`src/saclk_pkg.sv`:
```
// Constants, field layout and carrier types for the serial audio clock and format block.
package saclk_pkg;

  // Register byte addresses
  localparam logic [31:0] SACLK_CTRL_ADDR = 32'hfff09028;
  localparam logic [31:0] SACLK_STAT_ADDR = 32'hfff090f0;
  localparam logic [31:0] SACLK_CTRL_RESET = 32'h00000000;
  localparam logic [31:0] SACLK_CTRL_WMASK = 32'h000f00f8;

  // Field positions in the control register
  localparam int SACLK_DIV_LSB = 16;
  localparam int SACLK_BSEL_LSB = 6;
  localparam int SACLK_FS_BIT = 5;
  localparam int SACLK_MSEL_BIT = 4;
  localparam int SACLK_FMT_BIT = 3;

  // Field positions in the status register
  localparam int SACLK_ST_DIV_LSB = 8;
  localparam int SACLK_ST_POS_LSB = 16;

  // Bit clock select codes
  localparam logic [1:0] SACLK_BSEL_32 = 2'h0;
  localparam logic [1:0] SACLK_BSEL_48 = 2'h1;

  // Master clocks per bit clock, minus one
  localparam logic [3:0] SACLK_BRATIO_8_M1 = 4'h7;
  localparam logic [3:0] SACLK_BRATIO_12_M1 = 4'hb;

  // Bit clocks per sample, minus one
  localparam logic [5:0] SACLK_BITS_32_M1 = 6'h1f;
  localparam logic [5:0] SACLK_BITS_48_M1 = 6'h2f;

  // Divisor codes with a special meaning
  localparam logic [3:0] SACLK_DIV_CODE_10 = 4'h9;
  localparam logic [3:0] SACLK_DIV_CODE_14 = 4'he;
  localparam logic [3:0] SACLK_DIV_CODE_16 = 4'hf;
  localparam logic [3:0] SACLK_DIV_CODE_MAX8 = 4'h7;

  // Programmed configuration carried as one word
  typedef struct packed {
    logic [3:0] div_code; // master_clock_divide_code
    logic [1:0] bclk_sel; // bit clock select
    logic rate_sel; // sample_rate_ratio_select
    logic mclk_sel; // master clock source
    logic msb_just; // framing format
  } saclk_cfg_s;

endpackage

```
`src/saclk_ctrl.sv`:
```
// Serial audio clock generator and format control with a classic Wishbone register slave.
//
// The implementer's own choice: the Wishbone interface to the registers.
module saclk_ctrl (
  input wire logic clk_i,
  input wire logic rst_i,
  input wire logic ce_i,
  input wire logic wb_cyc_i,
  input wire logic wb_stb_i,
  input wire logic wb_we_i,
  input wire logic [31:0] wb_adr_i,
  input wire logic [3:0] wb_sel_i,
  input wire logic [31:0] wb_dat_i,
  output logic [31:0] wb_dat_o,
  output logic wb_ack_o,
  output logic mclk_o,
  output logic bclk_o,
  output logic lrclk_o,
  output logic slot_start_o,
  output logic msb_just_o
);

  // Divisor minus one for a code; reserved codes fall back to divide-by-1
  function automatic logic [3:0] div_m1(input logic [3:0] code);
    logic [3:0] r;
    r = 4'h0;
    if (code <= saclk_pkg::SACLK_DIV_CODE_MAX8) begin
      r = code;
    end else if (code == saclk_pkg::SACLK_DIV_CODE_10) begin
      r = 4'h9;
    end else if (code == saclk_pkg::SACLK_DIV_CODE_14) begin
      r = 4'hd;
    end else if (code == saclk_pkg::SACLK_DIV_CODE_16) begin
      r = 4'hf;
    end
    return r;
  endfunction

  logic [31:0] ctrl_r; // Control register image
  saclk_pkg::saclk_cfg_s cfg; // Decoded fields
  logic [31:0] ctrl_nxt; // Control after a write
  logic ack_r; // Wishbone acknowledge
  logic [31:0] rdat_r; // Read data register
  logic req; // New access this cycle
  logic hit_ctrl; // Control register selected
  logic hit_stat; // Status register selected
  logic [31:0] stat; // Status word
  logic [3:0] dm1; // Current divisor minus one
  logic bypass; // Input clock passes through
  logic odd_div; // Divisor is 1, 3, 5 or 7
  logic [3:0] pre_cnt_r; // Prescaler phase
  logic mclk_tick; // Master clock rising event
  logic [3:0] bratio_m1; // Master clocks per bit clock, minus one
  logic [3:0] bcnt_r; // Bit clock phase
  logic bclk_r; // Bit clock level
  logic bclk_fall; // Bit clock falling event
  logic [5:0] bits_m1; // Bit clocks per sample, minus one
  logic [5:0] pos_r; // Bit slot within the sample
  logic [5:0] pos_nxt; // Next bit slot
  logic [5:0] half; // First slot of the right channel
  logic lrclk_r; // Word select level
  logic slot_r; // Channel start pulse

  // Field extraction from the control image
  assign cfg.div_code = ctrl_r[saclk_pkg::SACLK_DIV_LSB +: 4];
  assign cfg.bclk_sel = ctrl_r[saclk_pkg::SACLK_BSEL_LSB +: 2];
  assign cfg.rate_sel = ctrl_r[saclk_pkg::SACLK_FS_BIT];
  assign cfg.mclk_sel = ctrl_r[saclk_pkg::SACLK_MSEL_BIT];
  assign cfg.msb_just = ctrl_r[saclk_pkg::SACLK_FMT_BIT];

  // Address decode, word address compare on bits 31:2, byte offset ignored
  assign req = wb_cyc_i && wb_stb_i && !ack_r;
  assign hit_ctrl = (wb_adr_i[31:2] == saclk_pkg::SACLK_CTRL_ADDR[31:2]);
  assign hit_stat = (wb_adr_i[31:2] == saclk_pkg::SACLK_STAT_ADDR[31:2]);

  // Byte-lane merge; reserved bits never stick
  always_comb begin
    ctrl_nxt = ctrl_r;
    for (int i = 0; i < 4; i++) begin
      if (wb_sel_i[i]) begin
        ctrl_nxt[i*8 +: 8] = wb_dat_i[i*8 +: 8];
      end
    end
    ctrl_nxt = ctrl_nxt & saclk_pkg::SACLK_CTRL_WMASK;
  end

  // Live clock state for software; unused bits read zero
  always_comb begin
    stat = 32'h00000000;
    stat[0] = bclk_r; // Bit clock level
    stat[1] = lrclk_r; // Word select level
    stat[2] = slot_r; // Channel start pulse
    stat[saclk_pkg::SACLK_ST_DIV_LSB +: 4] = dm1; // Divisor minus one
    stat[saclk_pkg::SACLK_ST_POS_LSB +: 6] = pos_r; // Bit slot
  end

  // Control register write
  always_ff @(posedge clk_i) begin
    if (rst_i) begin
      ctrl_r <= saclk_pkg::SACLK_CTRL_RESET;
    end else if (ce_i && req && wb_we_i && hit_ctrl) begin
      ctrl_r <= ctrl_nxt;
    end
  end

  // One-cycle acknowledge; unmapped addresses ack and read zero
  always_ff @(posedge clk_i) begin
    if (rst_i) begin
      ack_r <= 1'b0;
      rdat_r <= 32'h00000000;
    end else if (ce_i) begin
      ack_r <= req;
      if (req && !wb_we_i) begin
        if (hit_ctrl) begin
          rdat_r <= ctrl_r;
        end else if (hit_stat) begin
          rdat_r <= stat;
        end else begin
          rdat_r <= 32'h00000000;
        end
      end
    end
  end

  // Bus outputs come straight from flops
  assign wb_ack_o = ack_r;
  assign wb_dat_o = rdat_r;

  // Prescaler selection
  assign dm1 = div_m1(cfg.div_code);
  assign bypass = cfg.mclk_sel || (dm1 == 4'h0);
  assign odd_div = !dm1[0]; // Even m1 means odd divisor

  // Prescaler counter, wraps safely if the divisor shrinks mid-count
  always_ff @(posedge clk_i) begin
    if (rst_i) begin
      pre_cnt_r <= 4'h0;
    end else if (ce_i) begin
      if (bypass || pre_cnt_r >= dm1) begin
        pre_cnt_r <= 4'h0;
      end else begin
        pre_cnt_r <= pre_cnt_r + 4'h1;
      end
    end
  end

  assign mclk_tick = ce_i && (bypass || pre_cnt_r == 4'h0);

  // Master clock out; odd divisors are high for half an input period only.
  // The low phase is gated, so the count changes only while the gate is shut:
  // gating the high phase would leak a runt pulse as the count leaves zero.
  always_comb begin
    if (bypass) begin
      mclk_o = clk_i;
    end else if (odd_div) begin
      mclk_o = !clk_i && (pre_cnt_r == 4'h0);
    end else begin
      mclk_o = (pre_cnt_r <= (dm1 >> 1));
    end
  end

  // Bit clock ratio and sample length; codes 10 and 11 act as 00
  always_comb begin
    if (cfg.bclk_sel == saclk_pkg::SACLK_BSEL_48) begin
      bratio_m1 = saclk_pkg::SACLK_BRATIO_8_M1;
      bits_m1 = saclk_pkg::SACLK_BITS_48_M1;
    end else begin
      bratio_m1 = cfg.rate_sel ? saclk_pkg::SACLK_BRATIO_12_M1
                             : saclk_pkg::SACLK_BRATIO_8_M1;
      bits_m1 = saclk_pkg::SACLK_BITS_32_M1;
    end
  end

  // Falls midway through the bit clock period
  assign bclk_fall = mclk_tick && (bcnt_r == (bratio_m1 >> 1));

  // Bit clock divider, counting master clock edges
  always_ff @(posedge clk_i) begin
    if (rst_i) begin
      bcnt_r <= 4'h0;
      bclk_r <= 1'b0;
    end else if (mclk_tick) begin
      if (bcnt_r >= bratio_m1) begin
        bcnt_r <= 4'h0;
        bclk_r <= 1'b1;
      end else begin
        bcnt_r <= bcnt_r + 4'h1;
        if (bclk_fall) begin
          bclk_r <= 1'b0;
        end
      end
    end
  end

  // Slot position after the next falling bit clock edge
  assign pos_nxt = (pos_r >= bits_m1) ? 6'h00 : pos_r + 6'h01;
  assign half = (bits_m1 >> 1) + 6'h01;

  // Word select and channel start, both moved on falling bit clock edges
  always_ff @(posedge clk_i) begin
    if (rst_i) begin
      pos_r <= 6'h00;
      lrclk_r <= 1'b0;
      slot_r <= 1'b0;
    end else if (ce_i) begin
      slot_r <= 1'b0;
      if (bclk_fall) begin
        pos_r <= pos_nxt;
        slot_r <= (pos_nxt == 6'h00) || (pos_nxt == half);
        if (cfg.msb_just) begin
          lrclk_r <= (pos_nxt >= half);
        end else begin
          lrclk_r <= ((pos_nxt >= bits_m1 ? 6'h00 : pos_nxt + 6'h01) >= half);
        end
      end
    end
  end

  // Serial clock outputs straight from flops
  assign bclk_o = bclk_r;
  assign lrclk_o = lrclk_r;
  assign slot_start_o = slot_r;
  assign msb_just_o = cfg.msb_just;

endmodule

```
`config.mk`:
```
export PLATFORM = sky130hd
export DESIGN_NAME = saclk_ctrl
export DESIGN_NICKNAME = d
export VERILOG_FILES = /design/src/saclk_pkg.sv /design/src/saclk_ctrl.sv
export SDC_FILE = /design/constraint.sdc
export NUM_CORES = 1
export LEC_CHECK = 0
export BUFFER_PORTS_ARGS = -buffer_cell sky130_fd_sc_hd__buf_4
export CORE_ASPECT_RATIO = 1.5
export CORE_MARGIN = 8
export CORE_UTILIZATION = 30
export CTS_CLUSTER_SIZE = 8
export DETAILED_ROUTE_END_ITERATION = 10
export PLACE_DENSITY = 0.59
export SYNTH_ARGS = -nofsm -noshare
export SYNTH_HDL_FRONTEND = slang
export SYNTH_SLANG_ARGS = --single-unit
```
`constraint.sdc`:
```
create_clock -name clk_i -period 4.3 [get_ports clk_i]
set_input_delay 0.43 -clock clk_i [delete_from_list [all_inputs] [get_ports clk_i]]
set_output_delay 0.43 -clock clk_i [all_outputs]
set_load 0.02 [all_outputs]
```
# Yosys cells after proc, flatten, opt, wreduce, memory -nomap -nowiden

Cells that the tools add are included.

Output and inout port bits: 38
Latch bits: 0
Memory bits (read-only): 0
RAM bits: 0
Register bits: 59
Logic and storage cells: 75
Memories: 0
Bits of input ports: 74

Shifts and indexed selects: 0
$mul: 0
Muxes and demuxes: 19
Equal/unequal tests: 8
$lt $le $gt $ge: 8
Reduce and logical (&&, ||, !) cells: 25
Div/mod/pow operators: 0
Bitwise logic cells: 0
$add $sub $neg: 5

Operators by type and width:

| operator               | number |
|---|---|
| $eq A30 B30 Y1 const B | 2 |
| $mux W22               | 2 |
| $mux W4                | 8 |
| $ge A6 B6 Y1           | 4 |
| $mux W6                | 3 |
| $add A6 B1 Y6 const B  | 2 |
| $eq A4 B4 Y1 const B   | 3 |
| $reduce_and A2 Y1      | 5 |
| $logic_and A1 B1 Y1    | 9 |
| $add A4 B1 Y4 const B  | 2 |
| $ge A4 B4 Y1           | 2 |
| $logic_not A4 Y1       | 2 |
| $add A5 B1 Y6 const B  | 1 |
| $eq A6 B6 Y1           | 1 |
| $logic_not A6 Y1       | 1 |
| $mux W1                | 6 |
| $eq A4 B3 Y1           | 1 |
| $le A4 B3 Y1           | 1 |
| $le A4 B3 Y1 const B   | 1 |
| $logic_or A1 B1 Y1     | 4 |
| $logic_not A1 Y1       | 3 |
| $eq A2 B1 Y1 const B   | 1 |
| $reduce_bool A2 Y1     | 1 |

# Longest topological paths before layout

Gate-level depths: netlist of the first run.

Depth after elaboration: 12
Depth in mapped cells: 19
Gate-level depth less buffers: 17

==> summary.md, run 1 <==
| Metric | Value |
|---|---|
| Outcome | `finished, final reports clean` |
| Fraction of synthesis flops using an asynchronous set or reset pin | `0%` |
| Max-cap viol count | `0` |
| Global route total overflow | `0` |
| Register area share after synthesis | `32.0%` |
| Cells along the critical path | `nor2b_1, inv_1, ha_1, a21oi_1, nand2b_1, inv_1, ha_1, o2111ai_1, a31oi_1, or2_2, a2111oi_2, ha_1, nor2_1, nor2b_1, a221o_1, o311ai_1, a311oi_1` |
| I/O pin total | `112` |
| Maximum number of pins on one net before global-route repair | `45` |
| Int Pwr | `0.914 mW` |
| Combinational power share | `6.3%` |
| Avg Synthesized Cell Area | `8.49 sq um` |
| Biggest area consumer among synthesized cells | `dfxtp_1` |
| Synthesized cell area | `2820 sq um` |
| Post-synth top area share | `32.0%` |
| Final #Nets | `500` |
| Detailed-placement wirelength estimate | `6.22 mm` |
| Worst Hold Launch | `wb_dat_i[18]` |
| Wire length per cell | `15.4 um` |
| Path type of the worst setup path | `reg -> reg` |
| Area added between synthesis and finish | `32.0%` |
| Flip-flop cell with the highest count after synthesis | `dfxtp_1` |
| Vias per Instance | `5.09` |
| Overall die width | `95.1 um` |
| Crit path time final | `3.84 ns` |
| Via Count | `2652` |
| Cells taking the most area after synthesis | `dfxtp_1 32%, ha_1 8.4%, nor2_1 6.1%` |
| Measured slew at the worst slew-check pin | `0.889 ns` |
| Power density over the cells | `316 nW/um^2` |
| WP data required | `4.54 ns` |
| Post-route clock skew | `0.00876 ns` |
| Drt initial violations | `137` |
| CP Max Fanout | `4` |
| Synth cell types | `65` |
| CTS hold repair buffers | `0` |
| First-pass detailed-route iteration total | `4` |
| Layout Cell Area excl Fill | `3720 sq um` |
| Critical Path AT | `4.08 ns` |
| Count of flip-flops with a built-in enable after synthesis | `0` |
| Critical R2R Launch | `ctrl_r[6]$_SDFFE_PP0P_` |
| Clock edge transition at the registers on the reported setup and hold paths | `0.07 ns` |
| Clock network fraction of total power | `57.8%` |
| Reg-to-reg setup timing slack | `0.46 ns` |
| Most used cell, CP | `ha_1` |
| Worst path bufs/invs | `2` |
| Number of hold-slack violations in the final timing report | `0` |
| Global routing usage summed across all routing layers | `13.2%` |
| Worst path slowest cell | `a2111oi_2` |
| Path category of the worst min-delay check | `in -> reg` |
| Longest individual stage delay on the worst path | `0.39 ns` |
| Placeable core region | `9200 sq um` |
| Total detailed-routing wirelength | `8.05 mm` |
| Leakage power summed over all cells | `1.63 nW` |
| Share of cells above drive strength 1 | `25.7%` |
| Vias in the first global route | `2806` |
| Count of input and output buffers | `70` |
| Die Span Y | `135 um` |
| Achievable clock frequency | `261 MHz` |
| Most common cell after layout, fill and taps aside | `buf_4` |
| Utilization of the core after routing | `40.4%` |
| End of the worst register-to-register path | `lrclk_o$_SDFFE_PP0P_` |
| Synthesis-stage register bit count | `45` |
| Syn. warnings | `0` |
| Final setup fails | `0` |
| Clock latency on the worst-skew pair | `0.40 ns` |
| Final weighted congestion of routability-driven global placement | `0.827` |
| Element type at the critical path start | `flip-flop` |
| First-pass GRT wire length | `13.3 mm` |
| Effective utilization at floorplan | `30.6%` |
| Net switching component of the power | `0.261 mW` |
| Nature of the critical path endpoint | `flip-flop` |
| TritonCTS clock tree | `done` |
| DRC | `0` |
| Maximum ir drop on the vdd rail | `0.282 mV` |
| Post-route fraction of the period consumed by the critical path | `89.3%` |
| Sequential group share of total power | `35.9%` |
| Die Outline Area | `12800 sq um` |
| # diodes | `0` |
| Cell count of the worst reg-to-reg path | `17` |
| Worst relative slew slack | `40.8%` |
| Hold Path Stages | `3` |
| Final Max Slew Viols | `0` |
| Endpoint, Worst Hold | `ctrl_r[18]$_SDFFE_PP0P_` |
| Number of standard-cell rows in the floorplan | `43` |
| Most used cells in the layout excluding fill and tap cells | `82 x buf_4, 46 x nor2_1, 45 x dfxtp_1, 19 x nand2_1, 19 x ha_1` |
| Number of resized instances in the post-cts repair step | `0` |
| Cell area reported after detailed placement | `3440 sq um` |
| Post CTS Setup Buffer Count | `0` |
| Family with the most delay on the worst path | `compound AO/OA/AOI/OAI gates` |
| Number of nets with antenna violations after routing | `0` |
| Switching Share | `22.2%` |
| Antenna violations before repair | `0` |
| Gate Count Post-Synth | `332` |
layout make-up:
type                       count  area, sq um
tap                          112          140
multi-input combinational    256         1740
inverter                      13         48.8
fill                         959         5480
clock buffer                  12          240
timing repair buffer          81          608
clock inverter                 2         38.8
sequential                    45          901
worst register-to-register path, stage by stage (launching register included):
cell and delay (ns):
dfxtp_1 0.35, nor2b_1 0.23, inv_1 0.09, ha_1 0.30, a21oi_1 0.14, nand2b_1 0.13
inv_1 0.05, ha_1 0.21, o2111ai_1 0.16, a31oi_1 0.16, or2_2 0.32, a2111oi_2 0.39
ha_1 0.30, nor2_1 0.12, nor2b_1 0.06, a221o_1 0.28, o311ai_1 0.28, a311oi_1 0.12
stage by stage:
stage	hold WS (ns)	std cells	setup TNS [ns]	total power, mW	setup WS [ns]
global route	0.265	521	-0.00219	1.22	-0.00219
floorplan	0.475	345	0	0.508	0.438
CTS	0.256	521	0	1.19	0.267
global placement	0.445	508	0	0.549	0.431
detailed placement	0.456	508	0	0.551	0.283
finish	0.256	521	0	1.18	0.462
cells in the mapped netlist, types with 5 or more instances:
master and number:
nor3_1 7, buf_4 14, nand2b_1 8, clkbuf_1 11, a21oi_1 18, dfxtp_1 45, nand4_1 5, ha_1 19
nor2_1 46, a22oi_1 12, mux2i_1 12, o21ai_0 9, xor2_1 5, nand3_1 7, nand2_1 19, inv_1 13
a21o_1 5, nor2b_1 5, and2_1 5
kinds of logic after synthesis:
kind of cell / Yosys count / share of synthesized area, %
other: 1 / 0.133
buffers and inverters: 44 / 8.17
AOI/OAI and AO/OA: 70 / 18.7
DFF: 45 / 32.0
muxes: 13 / 4.66
and+or+nand+nor: 130 / 24.7
adders and majority gates: 20 / 8.84
xor gates and xnor gates: 9 / 2.80
worst max-delay path by stage:
stage,cells past startpoint,startpoint,to,slack [ns]
2_1_floorplan,19,pos_r[1]$_SDFFE_PP0P_,lrclk_o$_SDFFE_PP0P_,0.44
3_3_place_gp,17,ctrl_r[6]$_SDFFE_PP0P_,lrclk_o$_SDFFE_PP0P_,0.43
3_5_place_dp,17,ctrl_r[6]$_SDFFE_PP0P_,lrclk_o$_SDFFE_PP0P_,0.28
4_1_cts,17,ctrl_r[6]$_SDFFE_PP0P_,lrclk_o$_SDFFE_PP0P_,0.27
5_1_grt,17,ctrl_r[6]$_SDFFE_PP0P_,lrclk_o$_SDFFE_PP0P_,-0.002
6_report,17,ctrl_r[6]$_SDFFE_PP0P_,lrclk_o$_SDFFE_PP0P_,0.46
power by group through the flow:
stage / Combinational [mW] / Clock, mW / Sequential [mW]
after CTS: 0.0743 / 0.695 / 0.422
after global routing: 0.0810 / 0.718 / 0.422
final: 0.0742 / 0.679 / 0.422
after detailed placement: 0.0739 / 0.0454 / 0.431
after global placement: 0.0722 / 0.0454 / 0.431
after floorplan: 0.0447 / 0.0314 / 0.431
flip-flops by register name (all words and copies together) (netlist names):
signal        cells
bcnt_r            4
bclk_o            1
wb_ack_o          1
pos_r             6
slot_start_o      1
pre_cnt_r         4
wb_dat_o         18
lrclk_o           1
ctrl_r            9
metal layers:
| metal | wire length [um] | GRT usage (%) |
|---|---|---|
| met3 | 407 | 3.28 |
| met2 | 4450 | 24.4 |
| met1 | 2940 | 12.8 |
| met4 | 249 | 7.24 |
| met5 | 0 | 0 |
No activity file was read; power rests on OpenSTA's default activity.
==> run 2: changes to the inputs <==
==> constraint.sdc (replaced) <==
create_clock -name clk_i -period 3.8 [get_ports clk_i]
set_input_delay 0.38 -clock clk_i [delete_from_list [all_inputs] [get_ports clk_i]]
set_output_delay 0.38 -clock clk_i [all_outputs]
set_load 0.02 [all_outputs]
==> run 2 against run 1 <==
Design area increased by 3.0%. Combinational power increased by 13%. First-iteration DRC count decreased by 2.9%. Critical path depth unchanged. Sequential share of layout area decreased by 0.63 points. Register-to-register slack got worse by 0.25 ns. Total power increased by 13%. Worst setup slack got worse by 0.25 ns. Via count decreased by 1.3%. Critical endpoint unchanged.
==> summary.md, run 2 (synthesized netlist as in run 1, its figures left out) <==
| Metric | Value |
|---|---|
| Post-route fraction of the period consumed by the critical path | `94.5% (was 89.3%)` |
| Achievable clock frequency | `278 MHz (was 261 MHz)` |
| Worst path slowest cell | `a2111oi_4 (was a2111oi_2)` |
| Element type at the critical path start | `flip-flop (unchanged)` |
| Max-cap viol count | `0 (unchanged)` |
| Setup TNS Final | `0 ns (unchanged)` |
| Smallest hold slack | `0.214 ns (was 0.256 ns)` |
| Nature of the critical path endpoint | `flip-flop (unchanged)` |
| Share of cells above drive strength 1 | `29.0% (was 25.7%)` |
| Clock network fraction of total power | `57.9% (was 57.8%)` |
| Family with the most delay on the worst path | `compound AO/OA/AOI/OAI gates (unchanged)` |
| Wire length per cell | `15.3 um (was 15.4 um)` |
| Clock latency on the worst-skew pair | `0.40 ns (about the same)` |
| I/O pin total | `112 (unchanged)` |
| Path category of the worst min-delay check | `in -> reg (unchanged)` |
| Placeable core region | `9200 sq um (unchanged)` |
| Final weighted congestion of routability-driven global placement | `0.856 (was 0.827)` |
| DRC | `0 (unchanged)` |
| Number of standard-cell rows in the floorplan | `43 (unchanged)` |
| RSZ-0062 raised after global routing | `false` |
| Via Count | `2618 (was 2652)` |
| Longest individual stage delay on the worst path | `0.35 ns (was 0.39 ns)` |
| Number of hold-slack violations in the final timing report | `0 (unchanged)` |
| Sequential group share of total power | `35.8% (was 35.9%)` |
| CP Max Fanout | `3 (was 4)` |
| Leakage power summed over all cells | `1.65 nW (was 1.63 nW)` |
| Effective utilization at floorplan | `30.6% (unchanged)` |
| Number of nets with antenna violations after routing | `0 (unchanged)` |
| Path type of the worst setup path | `reg -> reg (unchanged)` |
| Detailed-placement wirelength estimate | `6.04 mm (was 6.22 mm)` |
| Maximum number of pins on one net before global-route repair | `45 (unchanged)` |
| Area added between synthesis and finish | `35.9% (was 32.0%)` |
| WP data required | `4.04 ns (was 4.54 ns)` |
| Global routing usage summed across all routing layers | `13.0% (was 13.2%)` |
| Net switching component of the power | `0.298 mW (was 0.261 mW)` |
| Layout Cell Area excl Fill | `3830 sq um (was 3720 sq um)` |
| Most used cell, CP | `ha_1 (unchanged)` |
| Drt initial violations | `133 (was 137)` |
| Die Span Y | `135 um (unchanged)` |
| First-pass detailed-route iteration total | `4 (unchanged)` |
| First-pass GRT wire length | `13.0 mm (was 13.3 mm)` |
| Outcome | `finished, final reports clean (unchanged)` |
| Cell area reported after detailed placement | `3470 sq um (was 3440 sq um)` |
| Post-route clock skew | `0.00831 ns (was 0.00876 ns)` |
| Clock edge transition at the registers on the reported setup and hold paths | `0.06 ns (was 0.07 ns)` |
| Most used cells in the layout excluding fill and tap cells | `87 x buf_4, 45 x nor2_1, 43 x dfxtp_1, 19 x nand2_1 (was 82 x buf_4, 46 x nor2_1, 45 x dfxtp_1, 19 x nand2_1, 19 x ha_1)` |
| Maximum ir drop on the vdd rail | `0.315 mV (was 0.282 mV)` |
| Overall die width | `95.1 um (unchanged)` |
| Max reg flops | `18 (unchanged)` |
| Antenna violations before repair | `0 (unchanged)` |
| Vias per Instance | `4.98 (was 5.09)` |
| Final setup fails | `0 (unchanged)` |
| Most common cell after layout, fill and taps aside | `buf_4 (unchanged)` |
| TritonCTS clock tree | `done (unchanged)` |
| Power density over the cells | `348 nW/um^2 (was 316 nW/um^2)` |
| Worst path bufs/invs | `1 (was 2)` |
| Count of input and output buffers | `70 (unchanged)` |
| # diodes | `0 (unchanged)` |
| Vias in the first global route | `2772 (was 2806)` |
| Total detailed-routing wirelength | `8.05 mm (about the same)` |
| Switching Share | `22.4% (was 22.2%)` |
| Int Pwr | `1.04 mW (was 0.914 mW)` |
| Utilization of the core after routing | `41.6% (was 40.4%)` |
| FILL cells | `910 (was 959)` |
| Cells along the critical path | `ha_2, and3_4, maj3_2, a21oi_4, nand2_1, inv_1, ha_1, nand4b_1, a31oi_1, or2_4, a2111oi_4, ha_1, nor2_2, nor2b_1, a221o_1, o311ai_2, a311oi_1 (was nor2b_1, inv_1, ha_1, a21oi_1, nand2b_1, inv_1, ha_1, o2111ai_1, a31oi_1, or2_2, a2111oi_2, ha_1, nor2_1, nor2b_1, a221o_1, o311ai_1, a311oi_1)` |
| Combinational power share | `6.3% (about the same)` |
| Final #Nets | `505 (was 500)` |
| Die Outline Area | `12800 sq um (unchanged)` |
| Final Max Slew Viols | `0 (unchanged)` |
| Crit path time final | `3.59 ns (was 3.84 ns)` |
| Global route total overflow | `0 (unchanged)` |
| Measured slew at the worst slew-check pin | `0.889 ns (about the same)` |
| Worst relative slew slack | `40.7% (was 40.8%)` |
| Critical Path AT | `3.83 ns (was 4.08 ns)` |
[run 2: cell types whose count changed in the layout (fill, tap and decap cells not counted), moves of 2 or more]
cell / before / now
buf_4: 82 / 87
dfxtp_2: 0 / 2
dfxtp_1: 45 / 43
ha_1: 19 / 17
[run 2: worst paths after layout]
kind | from | endpoint | slack [ns] | cells past startpoint
min reg2reg | wb_dat_o[11]$_SDFFE_PP0P_ | wb_dat_o[11]$_SDFFE_PP0P_ | 0.45 | 2
min | wb_dat_i[16] | ctrl_r[16]$_SDFFE_PP0P_ | 0.21 | 3
max | pos_r[0]$_SDFFE_PP0P_ | lrclk_o$_SDFFE_PP0P_ | 0.21 | 17
max reg2reg | pos_r[0]$_SDFFE_PP0P_ | lrclk_o$_SDFFE_PP0P_ | 0.21 | 17
[run 2: timing repair]
| item | 4_1_cts | 5_1_grt |
|---|---|---|
| hold endpoints to repair | 0 | 0 |
| gates resized for setup | 2 | 12 |
| pin swaps | 1 | 5 |
| setup buffers | 0 | 1 |
| hold buffers | 0 | 0 |
| endpoints found under the setup margin | 1 | 1 |
[run 2: per-stage QoR]
stage | setup WS, ns | cells | total power, mW
detailed placement | -0.00294 | 512 | 0.623
finish | 0.207 | 526 | 1.33
global route | 0.00456 | 526 | 1.40
floorplan | 0.0139 | 345 | 0.574
global placement | 0.0911 | 512 | 0.622
CTS | 0.00224 | 525 | 1.35
[run 2: layout make-up]
type                            count  area (sq um)  share of cell area [%]
Multi-Input combinational cell    256          1810                    47.3
Tap cell                          112           140                    3.66
Sequential cell                    45           903                    23.6
Timing Repair Buffer               86           646                    16.9
Clock buffer                       12           240                    6.27
Inverter                           13          48.8                    1.27
Clock inverter                      2          38.8                    1.01
[run 2: worst register-to-register path: stages, from the launching register on]
cell and delay (ns):
dfxtp_2 0.33, ha_2 0.18, and3_4 0.19, maj3_2 0.23, a21oi_4 0.08, nand2_1 0.10, inv_1 0.07, ha_1 0.21
nand4b_1 0.16, a31oi_1 0.13, or2_4 0.28, a2111oi_4 0.35, ha_1 0.30, nor2_2 0.12, nor2b_1 0.06, a221o_1 0.30
o311ai_2 0.23, a311oi_1 0.13
[run 2: routing by layer]
metal,wire [um],vias up,track usage (%),part of all wire [%]
met5,0,-,0,0
met4,163,0,8.11,2.0
met3,403,15,4.11,5.0
met2,4420,54,22.8,55
met1,3060,1231,12.8,38
li1,-,1318,-,-
[run 2: power by group through the flow]
stage | Combinational [mW] | Sequential (mW) | Clock, mW
2_1_floorplan | 0.0505 | 0.488 | 0.0356
3_3_place_gp | 0.0823 | 0.488 | 0.0514
3_5_place_dp | 0.0836 | 0.488 | 0.0514
4_1_cts | 0.0840 | 0.477 | 0.793
5_1_grt | 0.0921 | 0.478 | 0.827
6_report | 0.0836 | 0.478 | 0.772
